<file path="src/core/pixmux_pkg.sv">
package pixmux_pkg;

  // Register byte addresses
  localparam logic [3:0] ADDR_CTRL   = 4'h0;
  localparam logic [3:0] ADDR_MASK   = 4'h4;
  localparam logic [3:0] ADDR_STATUS = 4'h8;

  // Control register fields
  localparam int CTRL_MODE_LSB = 0;
  localparam int CTRL_RES_BIT  = 4;
  localparam int CTRL_MUX_LO   = 5;
  localparam int CTRL_MUX_HI   = 6;
  localparam int CTRL_SEQ_BIT  = 7;

  // Values after reset
  localparam logic [7:0]  CTRL_RESET = 8'hff;
  localparam logic [7:0]  MASK_RESET = 8'hff;
  localparam logic [31:0] RDATA_IDLE = 32'h0000_0000;

  // Colour mode field codes
  localparam logic [3:0] CM_TRUE24  = 4'he;
  localparam logic [3:0] CM_TRUE16  = 4'hb;
  localparam logic [3:0] CM_TRUE15A = 4'hc;
  localparam logic [3:0] CM_TRUE15B = 4'hd;
  localparam logic [3:0] CM_PSEUDO0 = 4'h0;
  localparam logic [3:0] CM_PSEUDO4 = 4'h4;
  localparam logic [3:0] CM_PSEUDO8 = 4'h8;
  localparam logic [3:0] CM_BYP24   = 4'h1;
  localparam logic [3:0] CM_BYP16   = 4'h2;
  localparam logic [3:0] CM_BYP15   = 4'h3;

  // Multiplex rate codes {hi, lo}; any other code runs 4:1
  localparam logic [1:0] MUX_8TO1 = 2'b10;
  localparam logic [1:0] MUX_2TO1 = 2'b01;

  // Last phase of a latch group for each rate
  localparam logic [2:0] LAST_8 = 3'h7;
  localparam logic [2:0] LAST_4 = 3'h3;
  localparam logic [2:0] LAST_2 = 3'h1;

  // Pseudo colour source channels
  localparam logic [1:0] CH_RED   = 2'h0;
  localparam logic [1:0] CH_GREEN = 2'h1;
  localparam logic [1:0] CH_BLUE  = 2'h2;

  // Pixel port geometry
  localparam int PIX_W = 8;
  localparam int PORTS = 4;
  localparam int DAC_W = 10;

  typedef enum logic [2:0] {
    MODE_TRUE24,
    MODE_TRUE16,
    MODE_TRUE15A,
    MODE_TRUE15B,
    MODE_PSEUDO,
    MODE_BYP24,
    MODE_BYP16,
    MODE_BYP15
  } pix_mode_e;

endpackage

</file>
<file path="src/core/pixel_port_mux_color_mapper.sv">
// The plain strobed port and the register offsets were chosen for this implementation.
`timescale 1ns/10ps
// Behaviour
// - Code 1110 uses each 8-bit channel directly as its table index.
// - Resolution bit one gives 10-bit entries, 30 bits; zero gives 8-bit, 24 bits.
// - Code 1011 maps 16 bits to 5/6/5 low index bits, 64 locations.
// - Codes 1100 and 1101 map 15 bits to 5 low index bits each.
// - Codes 0000, 0100, 1000 index a full entry with one 8-bit pixel.
// - 16-bit mode reads only red and green inputs, locations 0 to 63.
// - First 15-bit mode takes the top five bits of red, green, blue.
// - Second 15-bit mode reads only red and green, locations 0 to 31.
// - 24-bit bypass skips mask and table; channel fills DAC top, low bits zero.
// - Bypass comes from the mode field or per pixel from palette select.
// - 16-bit bypass puts red/green bits on 5/6/5 DAC top bits.
// - 15-bit bypass puts 7 red, 8 green bits on five DAC top bits.
// - One pixel per clock, cycling A to D in 4:1, A and B in 2:1.
// - The 8:1 rate is only used with 8-bit pseudo colour.
// - Blank, sync, parity, tri-level sync change only on group boundaries.
// - Every pixel port input is captured on the latch strobe rising edge.
// - Mux code 10 forces pseudo colour and latch output at clock over eight.
// - 8:1 order is green then red for pixels A, B, C, D.
// - In 8:1 the blue inputs give extra palette select bits per pixel.
// - Latch output runs at clock over 8, 4 or 2 with the rate.
// - After reset the sequence starts at pixel A.
// - Writing one, zero, one to the sequence bit restarts at pixel A.
module pixel_port_mux_color_mapper #(
  parameter logic [1:0] PSEUDO_CH_0    = pixmux_pkg::CH_GREEN,
  parameter logic [1:0] PSEUDO_CH_4    = pixmux_pkg::CH_RED,
  parameter logic [1:0] PSEUDO_CH_8    = pixmux_pkg::CH_BLUE,
  parameter bit         PACK_SWAP      = 1'b0,
  parameter bit         PS_BYPASS_EN   = 1'b1,
  parameter logic [1:0] PS_BYPASS_CODE = 2'h3
) (
  // Clock and reset
  input  wire logic        clk_sys_i,
  input  wire logic        srst_i,
  // Register port
  input  wire logic [3:0]  reg_addr_i,
  input  wire logic [31:0] reg_wdata_i,
  input  wire logic        reg_wr_i,
  input  wire logic        reg_rd_i,
  output logic      [31:0] reg_rdata_o,
  // Pixel port pins, port A in the low byte
  input  wire logic [31:0] red_pixel_input_i,
  input  wire logic [31:0] green_pixel_input_i,
  input  wire logic [31:0] blue_pixel_input_i,
  input  wire logic [7:0]  palette_select_inputs_i,
  input  wire logic        pixel_latch_strobe_i,
  input  wire logic        blank_n_i,
  input  wire logic        sync_n_i,
  input  wire logic        odd_even_i,
  input  wire logic        tri_level_sync_i,
  // Strobe to the frame buffer
  output logic             latch_strobe_out_o,
  // Table lookup or DAC words, one pixel per clock
  output logic             lut_lookup_o,
  output logic             lut_wide_o,
  output logic [7:0]       lut_idx_red_o,
  output logic [7:0]       lut_idx_green_o,
  output logic [7:0]       lut_idx_blue_o,
  output logic [9:0]       dac_red_o,
  output logic [9:0]       dac_green_o,
  output logic [9:0]       dac_blue_o,
  output logic [1:0]       palette_select_o,
  // Video controls, held per group
  output logic             blank_n_o,
  output logic             sync_n_o,
  output logic             odd_even_o,
  output logic             tri_level_sync_o
);

  localparam int GW   = pixmux_pkg::PORTS * pixmux_pkg::PIX_W;
  localparam int IN_W = 3 * GW + 8 + 4 + 1;

  if (PSEUDO_CH_0 > pixmux_pkg::CH_BLUE || PSEUDO_CH_4 > pixmux_pkg::CH_BLUE ||
      PSEUDO_CH_8 > pixmux_pkg::CH_BLUE) begin : g_bad_channel
    $error("pseudo colour channel parameter out of range");
  end

  ////////////////////////////////////////////////////////////////////////////
  // Pin synchronisers and group latch

  logic [IN_W-1:0] in_raw;
  logic [IN_W-1:0] in_s1;
  logic [IN_W-1:0] in_s2;
  logic            strobe_d;
  logic            strobe_edge;
  logic [IN_W-2:0] lat;
  logic [IN_W-2:0] act;

  assign in_raw = {pixel_latch_strobe_i, blank_n_i, sync_n_i, odd_even_i,
                   tri_level_sync_i, palette_select_inputs_i,
                   blue_pixel_input_i, green_pixel_input_i, red_pixel_input_i};

  // Data and strobe share the same two-stage path, so setup at the pins
  // carries over to the capture below
  always_ff @(posedge clk_sys_i) begin
    if (srst_i) begin
      in_s1    <= '0;
      in_s2    <= '0;
      strobe_d <= 1'b0;
    end else begin
      in_s1    <= in_raw;
      in_s2    <= in_s1;
      strobe_d <= in_s2[IN_W-1];
    end
  end

  // The strobe only needs to be a whole division of the clock
  assign strobe_edge = in_s2[IN_W-1] & ~strobe_d;

  always_ff @(posedge clk_sys_i) begin
    if (srst_i) begin
      lat <= '0;
    end else if (strobe_edge) begin
      lat <= in_s2[IN_W-2:0];
    end
  end

  ////////////////////////////////////////////////////////////////////////////
  // Registers

  logic [7:0]  ctrl;
  logic [7:0]  mask;
  logic [1:0]  seq_hist;
  logic        wr_ctrl;
  logic        restart;
  logic [2:0]  cnt;
  logic [2:0]  next_cnt;
  logic [2:0]  last;
  logic [1:0]  mux_sel;
  logic        eight;
  pixmux_pkg::pix_mode_e eff_mode;

  assign wr_ctrl = reg_wr_i && (reg_addr_i == pixmux_pkg::ADDR_CTRL);
  assign restart = wr_ctrl && reg_wdata_i[pixmux_pkg::CTRL_SEQ_BIT] &&
                   (seq_hist == 2'h2);

  always_ff @(posedge clk_sys_i) begin
    if (srst_i) begin
      ctrl <= pixmux_pkg::CTRL_RESET;
    end else if (wr_ctrl) begin
      ctrl <= reg_wdata_i[7:0];
    end
  end

  always_ff @(posedge clk_sys_i) begin
    if (srst_i) begin
      mask <= pixmux_pkg::MASK_RESET;
    end else if (reg_wr_i && reg_addr_i == pixmux_pkg::ADDR_MASK) begin
      mask <= reg_wdata_i[7:0];
    end
  end

  // Last two values written to the sequence bit
  always_ff @(posedge clk_sys_i) begin
    if (srst_i) begin
      seq_hist <= 2'h0;
    end else if (wr_ctrl) begin
      seq_hist <= {seq_hist[0], reg_wdata_i[pixmux_pkg::CTRL_SEQ_BIT]};
    end
  end

  always_ff @(posedge clk_sys_i) begin
    if (srst_i) begin
      reg_rdata_o <= pixmux_pkg::RDATA_IDLE;
    end else if (reg_rd_i) begin
      case (reg_addr_i)
        pixmux_pkg::ADDR_CTRL:   reg_rdata_o <= {24'h0, ctrl};
        pixmux_pkg::ADDR_MASK:   reg_rdata_o <= {24'h0, mask};
        pixmux_pkg::ADDR_STATUS: reg_rdata_o <= {25'h0, eff_mode, 1'b0, cnt};
        default:                 reg_rdata_o <= pixmux_pkg::RDATA_IDLE;
      endcase
    end else begin
      reg_rdata_o <= pixmux_pkg::RDATA_IDLE;
    end
  end

  ////////////////////////////////////////////////////////////////////////////
  // Phase counter and strobe output

  assign mux_sel = {ctrl[pixmux_pkg::CTRL_MUX_HI], ctrl[pixmux_pkg::CTRL_MUX_LO]};
  assign eight   = (mux_sel == pixmux_pkg::MUX_8TO1);

  always_comb begin
    case (mux_sel)
      pixmux_pkg::MUX_8TO1: last = pixmux_pkg::LAST_8;
      pixmux_pkg::MUX_2TO1: last = pixmux_pkg::LAST_2;
      default:              last = pixmux_pkg::LAST_4;
    endcase
  end

  // A rate change mid-group wraps at once rather than overrunning the group
  always_comb begin
    if (restart || cnt >= last) begin
      next_cnt = 3'h0;
    end else begin
      next_cnt = cnt + 3'h1;
    end
  end

  always_ff @(posedge clk_sys_i) begin
    if (srst_i) begin
      cnt <= 3'h0;
    end else begin
      cnt <= next_cnt;
    end
  end

  always_ff @(posedge clk_sys_i) begin
    if (srst_i) begin
      latch_strobe_out_o <= 1'b1;
    end else begin
      latch_strobe_out_o <= (next_cnt <= (last >> 1));
    end
  end

  // Controls only move at the group boundary, pixels are double buffered
  always_ff @(posedge clk_sys_i) begin
    if (srst_i) begin
      act <= '0;
    end else if (cnt >= last) begin
      act <= lat;
    end
  end

  ////////////////////////////////////////////////////////////////////////////
  // Pixel pick and mode decode

  logic [GW-1:0] act_red;
  logic [GW-1:0] act_green;
  logic [GW-1:0] act_blue;
  logic [7:0]    act_ps;
  logic [1:0]    port;
  logic [7:0]    pr;
  logic [7:0]    pg;
  logic [7:0]    pb;
  logic [1:0]    ps;
  logic [1:0]    pch;
  logic [15:0]   w16;
  logic [14:0]   w15;

  assign act_red   = act[GW-1:0];
  assign act_green = act[2*GW-1:GW];
  assign act_blue  = act[3*GW-1:2*GW];
  assign act_ps    = act[3*GW+7:3*GW];
  assign port      = eight ? cnt[2:1] : cnt[1:0];
  assign pr        = act_red[{port, 3'h0} +: 8];
  assign pg        = act_green[{port, 3'h0} +: 8];
  assign pb        = act_blue[{port, 3'h0} +: 8];
  // Red slots of 8:1 take their select bits from the blue port A pins
  assign ps = (eight && cnt[0]) ? act_blue[{port, 1'b0} +: 2]
                                : act_ps[{port, 1'b0} +: 2];
  // Assumed packing: red in the upper byte unless swapped
  assign w16 = PACK_SWAP ? {pg, pr} : {pr, pg};
  assign w15 = PACK_SWAP ? {pg[6:0], pr} : {pr[6:0], pg};

  always_comb begin
    pch = pixmux_pkg::CH_GREEN;
    if (eight) begin
      eff_mode = pixmux_pkg::MODE_PSEUDO;
      pch      = cnt[0] ? pixmux_pkg::CH_RED : pixmux_pkg::CH_GREEN;
    end else begin
      case (ctrl[pixmux_pkg::CTRL_MODE_LSB +: 4])
        pixmux_pkg::CM_TRUE24:  eff_mode = pixmux_pkg::MODE_TRUE24;
        pixmux_pkg::CM_TRUE16:  eff_mode = pixmux_pkg::MODE_TRUE16;
        pixmux_pkg::CM_TRUE15A: eff_mode = pixmux_pkg::MODE_TRUE15A;
        pixmux_pkg::CM_TRUE15B: eff_mode = pixmux_pkg::MODE_TRUE15B;
        pixmux_pkg::CM_BYP24:   eff_mode = pixmux_pkg::MODE_BYP24;
        pixmux_pkg::CM_BYP16:   eff_mode = pixmux_pkg::MODE_BYP16;
        pixmux_pkg::CM_BYP15:   eff_mode = pixmux_pkg::MODE_BYP15;
        pixmux_pkg::CM_PSEUDO0: begin
          eff_mode = pixmux_pkg::MODE_PSEUDO;
          pch      = PSEUDO_CH_0;
        end
        pixmux_pkg::CM_PSEUDO4: begin
          eff_mode = pixmux_pkg::MODE_PSEUDO;
          pch      = PSEUDO_CH_4;
        end
        pixmux_pkg::CM_PSEUDO8: begin
          eff_mode = pixmux_pkg::MODE_PSEUDO;
          pch      = PSEUDO_CH_8;
        end
        default: eff_mode = pixmux_pkg::MODE_PSEUDO;
      endcase
    end
  end

  // Per-pixel bypass keeps the 16- or 15-bit data width of the programmed mode; every other mode bypasses at 24 bits
  pixmux_pkg::pix_mode_e pix_mode;

  always_comb begin
    pix_mode = eff_mode;
    if (PS_BYPASS_EN && !eight && ps == PS_BYPASS_CODE) begin
      case (eff_mode)
        pixmux_pkg::MODE_TRUE16, pixmux_pkg::MODE_BYP16:
          pix_mode = pixmux_pkg::MODE_BYP16;
        pixmux_pkg::MODE_TRUE15A, pixmux_pkg::MODE_TRUE15B, pixmux_pkg::MODE_BYP15:
          pix_mode = pixmux_pkg::MODE_BYP15;
        default: pix_mode = pixmux_pkg::MODE_BYP24;
      endcase
    end
  end

  ////////////////////////////////////////////////////////////////////////////
  // Colour mapping

  logic       next_look;
  logic [7:0] next_ir;
  logic [7:0] next_ig;
  logic [7:0] next_ib;
  logic [9:0] next_dr;
  logic [9:0] next_dg;
  logic [9:0] next_db;
  logic [7:0] px;

  always_comb begin
    next_look = 1'b1;
    next_ir   = 8'h00;
    next_ig   = 8'h00;
    next_ib   = 8'h00;
    next_dr   = 10'h000;
    next_dg   = 10'h000;
    next_db   = 10'h000;
    case (pch)
      pixmux_pkg::CH_RED:  px = pr;
      pixmux_pkg::CH_BLUE: px = pb;
      default:             px = pg;
    endcase
    case (pix_mode)
      pixmux_pkg::MODE_TRUE24: begin
        next_ir = pr;
        next_ig = pg;
        next_ib = pb;
      end
      pixmux_pkg::MODE_TRUE16: begin
        next_ir = {3'h0, w16[15:11]};
        next_ig = {2'h0, w16[10:5]};
        next_ib = {3'h0, w16[4:0]};
      end
      pixmux_pkg::MODE_TRUE15A: begin
        next_ir = {3'h0, pr[7:3]};
        next_ig = {3'h0, pg[7:3]};
        next_ib = {3'h0, pb[7:3]};
      end
      pixmux_pkg::MODE_TRUE15B: begin
        next_ir = {3'h0, w15[14:10]};
        next_ig = {3'h0, w15[9:5]};
        next_ib = {3'h0, w15[4:0]};
      end
      pixmux_pkg::MODE_BYP24: begin
        next_look = 1'b0;
        next_dr   = {pr, 2'h0};
        next_dg   = {pg, 2'h0};
        next_db   = {pb, 2'h0};
      end
      pixmux_pkg::MODE_BYP16: begin
        next_look = 1'b0;
        next_dr   = {w16[15:11], 5'h00};
        next_dg   = {w16[10:5], 4'h0};
        next_db   = {w16[4:0], 5'h00};
      end
      pixmux_pkg::MODE_BYP15: begin
        next_look = 1'b0;
        next_dr   = {w15[14:10], 5'h00};
        next_dg   = {w15[9:5], 5'h00};
        next_db   = {w15[4:0], 5'h00};
      end
      default: begin
        next_ir = px & mask;
        next_ig = px & mask;
        next_ib = px & mask;
      end
    endcase
  end

  pixmux_pkg::pix_mode_e out_mode;

  always_ff @(posedge clk_sys_i) begin
    if (srst_i) begin
      lut_lookup_o     <= 1'b1;
      lut_idx_red_o    <= 8'h00;
      lut_idx_green_o  <= 8'h00;
      lut_idx_blue_o   <= 8'h00;
      dac_red_o        <= 10'h000;
      dac_green_o      <= 10'h000;
      dac_blue_o       <= 10'h000;
      palette_select_o <= 2'h0;
      out_mode         <= pixmux_pkg::MODE_PSEUDO;
    end else begin
      lut_lookup_o     <= next_look;
      lut_idx_red_o    <= next_ir;
      lut_idx_green_o  <= next_ig;
      lut_idx_blue_o   <= next_ib;
      dac_red_o        <= next_dr;
      dac_green_o      <= next_dg;
      dac_blue_o       <= next_db;
      palette_select_o <= ps;
      out_mode         <= pix_mode;
    end
  end

  always_ff @(posedge clk_sys_i) begin
    if (srst_i) begin
      blank_n_o        <= 1'b0;
      sync_n_o         <= 1'b1;
      odd_even_o       <= 1'b0;
      tri_level_sync_o <= 1'b0;
    end else begin
      {blank_n_o, sync_n_o, odd_even_o, tri_level_sync_o} <= act[3*GW+11:3*GW+8];
    end
  end

  // Table entry width follows the resolution bit
  assign lut_wide_o = ctrl[pixmux_pkg::CTRL_RES_BIT];
endmodule

</file>
<file path="config.mk">
export PLATFORM = sky130hd
export DESIGN_NAME = pixel_port_mux_color_mapper
export DESIGN_NICKNAME = d
export VERILOG_FILES = /design/src/core/pixmux_pkg.sv /design/src/core/pixel_port_mux_color_mapper.sv
export SDC_FILE = /design/constraint.sdc
export NUM_CORES = 1
export LEC_CHECK = 0
export BUFFER_PORTS_ARGS = -buffer_cell sky130_fd_sc_hd__buf_4
export CAP_MARGIN = 20
export CORE_MARGIN = 2
export CORE_UTILIZATION = 30
export CTS_BUF_LIST = sky130_fd_sc_hd__clkbuf_4 sky130_fd_sc_hd__clkbuf_8
export DETAILED_ROUTE_END_ITERATION = 7
export PLACE_DENSITY = 0.58
export SYNTH_ARGS = -nofsm -noshare
export SYNTH_HDL_FRONTEND = slang
export SYNTH_SLANG_ARGS = --single-unit
</file>
<file path="constraint.sdc">
create_clock -name clk_sys_i -period 5.94 [get_ports clk_sys_i]
set_input_delay 0.594 -clock clk_sys_i [delete_from_list [all_inputs] [get_ports clk_sys_i]]
set_output_delay 0.594 -clock clk_sys_i [all_outputs]
set_load 0.01 [all_outputs]
</file>
## Word level (Yosys, flattened, before mapping)

Index checks and enable logic that the tools add are counted.

- Equality and inequality tests: 27
- Div/mod/pow operators: 0
- Bitwise operators: 4
- Multipliers: 0
- Reduce and logical (&&, ||, !) cells: 18
- Shifts and indexed selects: 5
- $add $sub $neg: 1
- Magnitude comparators: 2
- Mux-type cells: 20

Operator list:

| kind | number |
|---|---|
| indexed part select 32 x 6 -> 8 bit | 3 |
| case mux 8 bit (4 select lines) | 2 |
| case mux 10 bit (3 select lines) | 2 |
| case mux 8 bit (5 select lines) | 1 |
| indexed part select 32 x 4 -> 2 bit | 1 |
| equality test 4 bit, second input constant | 6 |
| case mux 8 bit (3 select lines) | 1 |
| case mux 3 bit (7 select lines) | 1 |
| case mux 10 bit (2 select lines) | 1 |
| case mux 8 bit (2 select lines) | 1 |
| equality test 3 bit, second input constant | 5 |
| equality test 3 x 2 -> 1 bit, second input constant | 4 |
| OR reduction 2 bit | 5 |
| two-way mux 3 bit | 3 |
| AND 8 bit | 1 |
| equality test 2 bit, second input constant | 4 |
| equality test 4 x 2 -> 1 bit, second input constant | 2 |
| equality test 4 x 3 -> 1 bit, second input constant | 2 |
| case mux 2 bit (2 select lines) | 2 |
| indexed part select 8 x 4 -> 2 bit | 1 |
| equality test 3 x 1 -> 1 bit, second input constant | 2 |
| logical AND 1 bit | 6 |
| two-way mux 2 bit | 3 |
| case mux 3 bit (2 select lines) | 1 |
| other kinds (14) | 17 |

- Word-level logic and storage cells: 100
- Output and inout bits: 95
- Register bits after elaboration: 550
- ROM bits: 0
- Memories kept: 0
- Latch bits: 0
- Input port bits: 149
- RAM bits: 0

## Logic depth before layout (Yosys ltp)

- Depth in word-level cells: 10
- Mapped depth: 12
- Mapped depth without buffers: 12

## Worst setup path before layout

OpenSTA, ideal clock, no wires.

- Path kind: reg-to-reg
- From: register ctrl[5]
- To: register latch_strobe_out_o
- Path slack: 3.205 ns
- Data required time: 5.819 ns
- Library setup time: 0.121 ns
- Cell stages (with the launch flop): 11
- Buffers on the path: 1
- Arrival time: 2.614 ns
- Clock period less this slack: 2.735 ns
- Cell sequence: dfxtp_1 and2b_2 inv_2 buf_4 ha_1 a21oi_1 o21ai_0 or2_2 ha_1 a211oi_1 nor2_1

- Word-level cells in the longest chain between the ends: 6
- Elaborated cells between the ends (all ways): 7
- Those cells by class: order compare (2); eq/ne (2); mux (2); reduce/logical (1)

Ends and longest elaborated chain:

| item | line | source |
|---|---|---|
| start: declaration | pixel_port_mux_color_mapper.sv:123 | `logic [7:0] ctrl;` |
| start signal: assignment | pixel_port_mux_color_mapper.sv:141 | `ctrl <= pixmux_pkg::CTRL_RESET;` |
| start signal: assignment | pixel_port_mux_color_mapper.sv:143 | `ctrl <= reg_wdata_i[7:0];` |
| equality test 2 x 1 -> 1 bit or equality test 2 bit (tied branches) | pixel_port_mux_color_mapper.sv:186 | `case (mux_sel)` |
| case mux 3 bit (2 select lines) * | pixel_port_mux_color_mapper.sv:186 |  |
| greater-or-equal comparator 3 bit | pixel_port_mux_color_mapper.sv:195 | `if (restart \|\| cnt >= last) begin` |
| logical OR 1 bit | pixel_port_mux_color_mapper.sv:195 |  |
| two-way mux 3 bit | pixel_port_mux_color_mapper.sv:195 |  |
| <= comparator 3 x 2 -> 1 bit * | pixel_port_mux_color_mapper.sv:214 | `latch_strobe_out_o <= (next_cnt <= (last >> 1));` |
| end signal: assignment | pixel_port_mux_color_mapper.sv:214 |  |
| end: declaration | pixel_port_mux_color_mapper.sv:54 | `output logic latch_strobe_out_o,` |

Every way passes the cells marked *; elsewhere a longest branch is shown, timed or not.
A chain may end at the register's enable or synchronous reset.

## Final worst setup path

- From: register ctrl[6]
- To: register lut_idx_blue_o[4]

- Word-level cells in the longest chain between the ends: 10
- Elaborated cells between the ends (all ways): 37
- Those cells by class: eq/ne (14); shift (5); mux (8); bitwise (1); reduce/logical (9)

Ends and longest elaborated chain:

| item | line | source |
|---|---|---|
| equality test 2 bit * | pixel_port_mux_color_mapper.sv:183 | `assign eight = (mux_sel == pixmux_pkg::MUX_8TO1);` |
| two-way mux 2 bit | pixel_port_mux_color_mapper.sv:247 | `assign port = eight ? cnt[2:1] : cnt[1:0];` |
| indexed part select 8 x 4 -> 2 bit or indexed part select 32 x 4 -> 2 bit (tied branches) | pixel_port_mux_color_mapper.sv:253, pixel_port_mux_color_mapper.sv:252 |  |
| two-way mux 2 bit | pixel_port_mux_color_mapper.sv:252 | `assign ps = (eight && cnt[0]) ? act_blue[{port, 1'b0} +: 2]` |
| equality test 2 bit | pixel_port_mux_color_mapper.sv:294 | `if (PS_BYPASS_EN && !eight && ps == PS_BYPASS_CODE) begin` |
| logical AND 1 bit | pixel_port_mux_color_mapper.sv:294 |  |
| two-way mux 3 bit | pixel_port_mux_color_mapper.sv:294 |  |
| equality test 3 bit (tied with other cells) | pixel_port_mux_color_mapper.sv:330 | `case (pix_mode)` |
| OR reduction 3 bit (no line) or OR reduction 2 bit (tied branches) | n/a |  |
| case mux 8 bit (4 select lines) * | pixel_port_mux_color_mapper.sv:330 |  |
| end signal: assignment | pixel_port_mux_color_mapper.sv:394 | `lut_idx_blue_o <= next_ib;` |
| end: declaration | pixel_port_mux_color_mapper.sv:60 | `output logic [7:0] lut_idx_blue_o,` |

Marks and branches as above.

==> results.json <==
{
  "drt_pass1_iterations": 7,
  "multi_input_area_um2": 6930,
  "maxCapViolCount": 0,
  "outcome": "complete, but fails checks",
  "final_max_slew_viol_count": 0,
  "dpl.cell_count": 2747,
  "powerDensity_nw_per_um2": 342,
  "io_buffers": 189,
  "cts_setup_buffers": 0,
  "min_period_over_period": 0.570,
  "worst_slew_pin_slew_ns": 1.15,
  "grt_start_max_net_pins": 246,
  "setup_tns_ns": 0,
  "cts_made_buffers": 86,
  "synth-async-reset-ratio": 0,
  "hp-class": "input port to register",
  "fin_area_um2": 21700,
  "cts.sinks": 520,
  "clkLatencyLatePin_ns": 0.68,
  "grt_antenna_before_repair": 3,
  "fin_crit_ns": 3.39,
  "synth_top_cell_by_area": "dfxtp_1",
  "fin_skew_ns": 0.0401,
  "critPathKind": "register to register",
  "cts_root_buf": "clkbuf_8",
  "start_util": 0.304,
  "synth_area_leaders": "dfxtp_1 (58%), nand2_1 (10%), nor2b_1 (7.9%)",
  "holdWs_ns": 0.130,
  "endpoint_kind": "register",
  "drt_wl_total_mm": 44.1,
  "cp_max_fo": 25,
  "ioPinCount": 244,
  "rows": 89,
  "relSlewSlack": 0.234,
  "hold_violations": 0,
  "ant_nets": 0,
  "vdd_drop_max_mv": 0.149,
  "synthesis.area_um2": 18000,
  "grt_usage": 0.142,
  "grt_pass1_wl_mm": 70.1,
  "die_w_um": 249,
  "grt_pass1_vias": 13200,
  "synth_edf_count": 0,
  "drt-initial-drc-count": 823,
  "rsz0062_at_grt": "false",
  "slowest_stage": "a21boi_4",
  "ctsResizeCount": 0,
  "yosysWarningCount": 0,
  "finalSetupViolations": 0,
  "htreeDepth": 3,
  "synth_top_area_frac": 0.580,
  "holdBufCountCts": 0,
  "critPathRequiredTime_ns": 6.53,
  "drc": 17,
  "gp_congestion": 0.820,
  "syn_area_per_cell_um2": 9.44,
  "cp_top_family": "compound AO/OA/AOI/OAI gates",
  "leakage_nw": 8.17,
  "cp_cell_sequence": "and2b_2 -> inv_2 -> a21boi_4 -> mux4_2 -> o22ai_1 -> nor2_1 -> a22oi_1 -> o211ai_1",
  "syn_to_final_growth_pct": 20.8,
  "synth_cell_types": 65,
  "fin_nets": 2220,
  "slowest_delay_ns": 0.92,
  "ys_seq_area_frac": 0.580,
  "start_kind": "register",
  "overflow": 0,
  "fmax_mhz": 295,
  "area.sequential_um2": 10400,
  "avgViaCountPerCell": 4.58,
  "arrival_ns": 3.98,
  "setup_ws_ns": 2.55,
  "dp_hpwl_mm": 28.5,
  "violations": "DRC",
  "fin_cells": 2895,
  "core_area_um2": 59100,
  "clockBufferDepth": 3,
  "cts_tree": "done",
  "fillCellCount": 6010,
  "placement.cell_area_um2": 19900,
  "dieHeight_um": 249,
  "path_buf_inv": 1,
  "route.vias.total": 13300,
  "fp.dieArea_um2": 61800,
  "drive_gt1_frac": 0.190,
  "ys.flop_type": "dfxtp_1",
  "post-place-ws_ns": 2.19,
  "post_synth_inst_count": 1903,
  "clkTransAtPathRegs_ns": 0.06,
  "wl_per_cell_um": 15.2,
  "synth_seq_cells": 520
}
[path summary, 6_finish.rpt]
| path | startpoint | end | slack (ns) | cells after the start |
|---|---|---|---|---|
| setup / recovery | ctrl[6]$_SDFFE_PP1P_ | lut_idx_blue_o[4]$_SDFF_PP0_ | 2.55 | 8 |
| hold / removal | green_pixel_input_i[20] | in_s1[52]$_SDFF_PP0_ | 0.13 | 2 |
| setup reg to reg | ctrl[6]$_SDFFE_PP1P_ | lut_idx_blue_o[4]$_SDFF_PP0_ | 2.55 | 8 |
| hold reg to reg | in_s2[95]$_SDFF_PP0_ | lat[95]$_SDFFE_PP0P_ | 0.43 | 2 |
[metal layers]
layer | vias to the layer above | wire, um | global-route usage
met1 | 6245 | 20300 | 0.184
met4 | 0 | 1140 | 0.0597
met5 | - | 0 | 0
li1 | 6551 | - | -
met2 | 382 | 19600 | 0.223
met3 | 83 | 3000 | 0.0368
[cell type report]
type / instances / share of cell area
flip-flops and latches: 520 / 0.480
clock inverters: 21 / 0.00750
diodes: 1 / 0.000115
well taps: 773 / 0.0446
clock buffers: 122 / 0.0731
inverters: 8 / 0.00138
multi-input cells: 1246 / 0.319
repair buffers: 204 / 0.0744
[worst register-to-register path, cell delays in order, from the launching register on]
cell and delay, ns:
dfxtp_1 0.43, and2b_2 0.43, inv_2 0.25, a21boi_4 0.92, mux4_2 0.59, o22ai_1 0.13, nor2_1 0.22, a22oi_1 0.12
o211ai_1 0.21
[power by group]
group | internal, W | switching [W]
combinational | 0.000238 | 0.000403
sequential | 0.00359 | 0.0000543
clock | 0.00176 | 0.00139
[flip-flops by register name, summed over array words and instances (netlist names), 108 cells and up]
register and cells:
lat 108, act 108, in_s1 109, in_s2 109
[cell usage in the layout, fill, tap and decap left out, types with 3 or more instances in the layout]
cell type / instances
a21oi_1: 244
a22o_1: 11
a22oi_1: 31
a31oi_1: 7
a32oi_1: 3
and2_1: 3
and3_1: 8
buf_16: 3
buf_4: 198
clkbuf_4: 15
clkbuf_8: 107
clkinv_2: 12
clkinvlp_4: 4
conb_1: 30
dfxtp_1: 520
ha_1: 5
inv_1: 7
inv_6: 3
mux2_2: 5
mux2i_1: 9
mux4_2: 24
nand2_1: 495
nand3_1: 20
nand3b_1: 3
nor2_1: 33
nor2b_1: 225
nor3_1: 6
nor4_1: 8
nor4_4: 5
o2111ai_1: 3
o211ai_1: 7
o21ai_0: 5
o22a_1: 3
o22ai_1: 6
or2_2: 3
xnor2_1: 3
[synth_stat cells, drive strengths merged, types with 4 or more instances]
cell    number
ha           5
inv          8
nand2      495
dfxtp      520
a22oi       31
mux2         7
nor2        33
nand3       20
and2         4
nor4        13
buf         50
a22o        12
and3         8
mux2i        9
o21ai        9
nor2b      226
o211ai       7
o22ai        6
a21oi      246
mux4        24
a31oi        7
nor3         7
clkbuf     108
[through the flow]
step	total power (W)	utilization
after detailed placement	0.00434	0.336
after CTS	0.00753	0.365
after global routing	0.00777	0.367
final	0.00743	0.367
after global placement	0.00434	0.336
after floorplan	0.00414	-
[cell families (layout without fill, tap and decap cells)]
kind of cell | count (synthesis) | count (layout) | synth area share
compound gates | 343 | 343 | 0.114
xor+xnor | 3 | 3 | 0.00146
fa+ha+maj | 5 | 5 | 0.00348
buf+inv | 166 | 355 | 0.0431
flops | 520 | 520 | 0.580
mux | 40 | 40 | 0.0397
other cells | 1 | 31 | 0.000209
simple gates | 825 | 825 | 0.218
No activity file was read; power rests on OpenSTA's default activity.
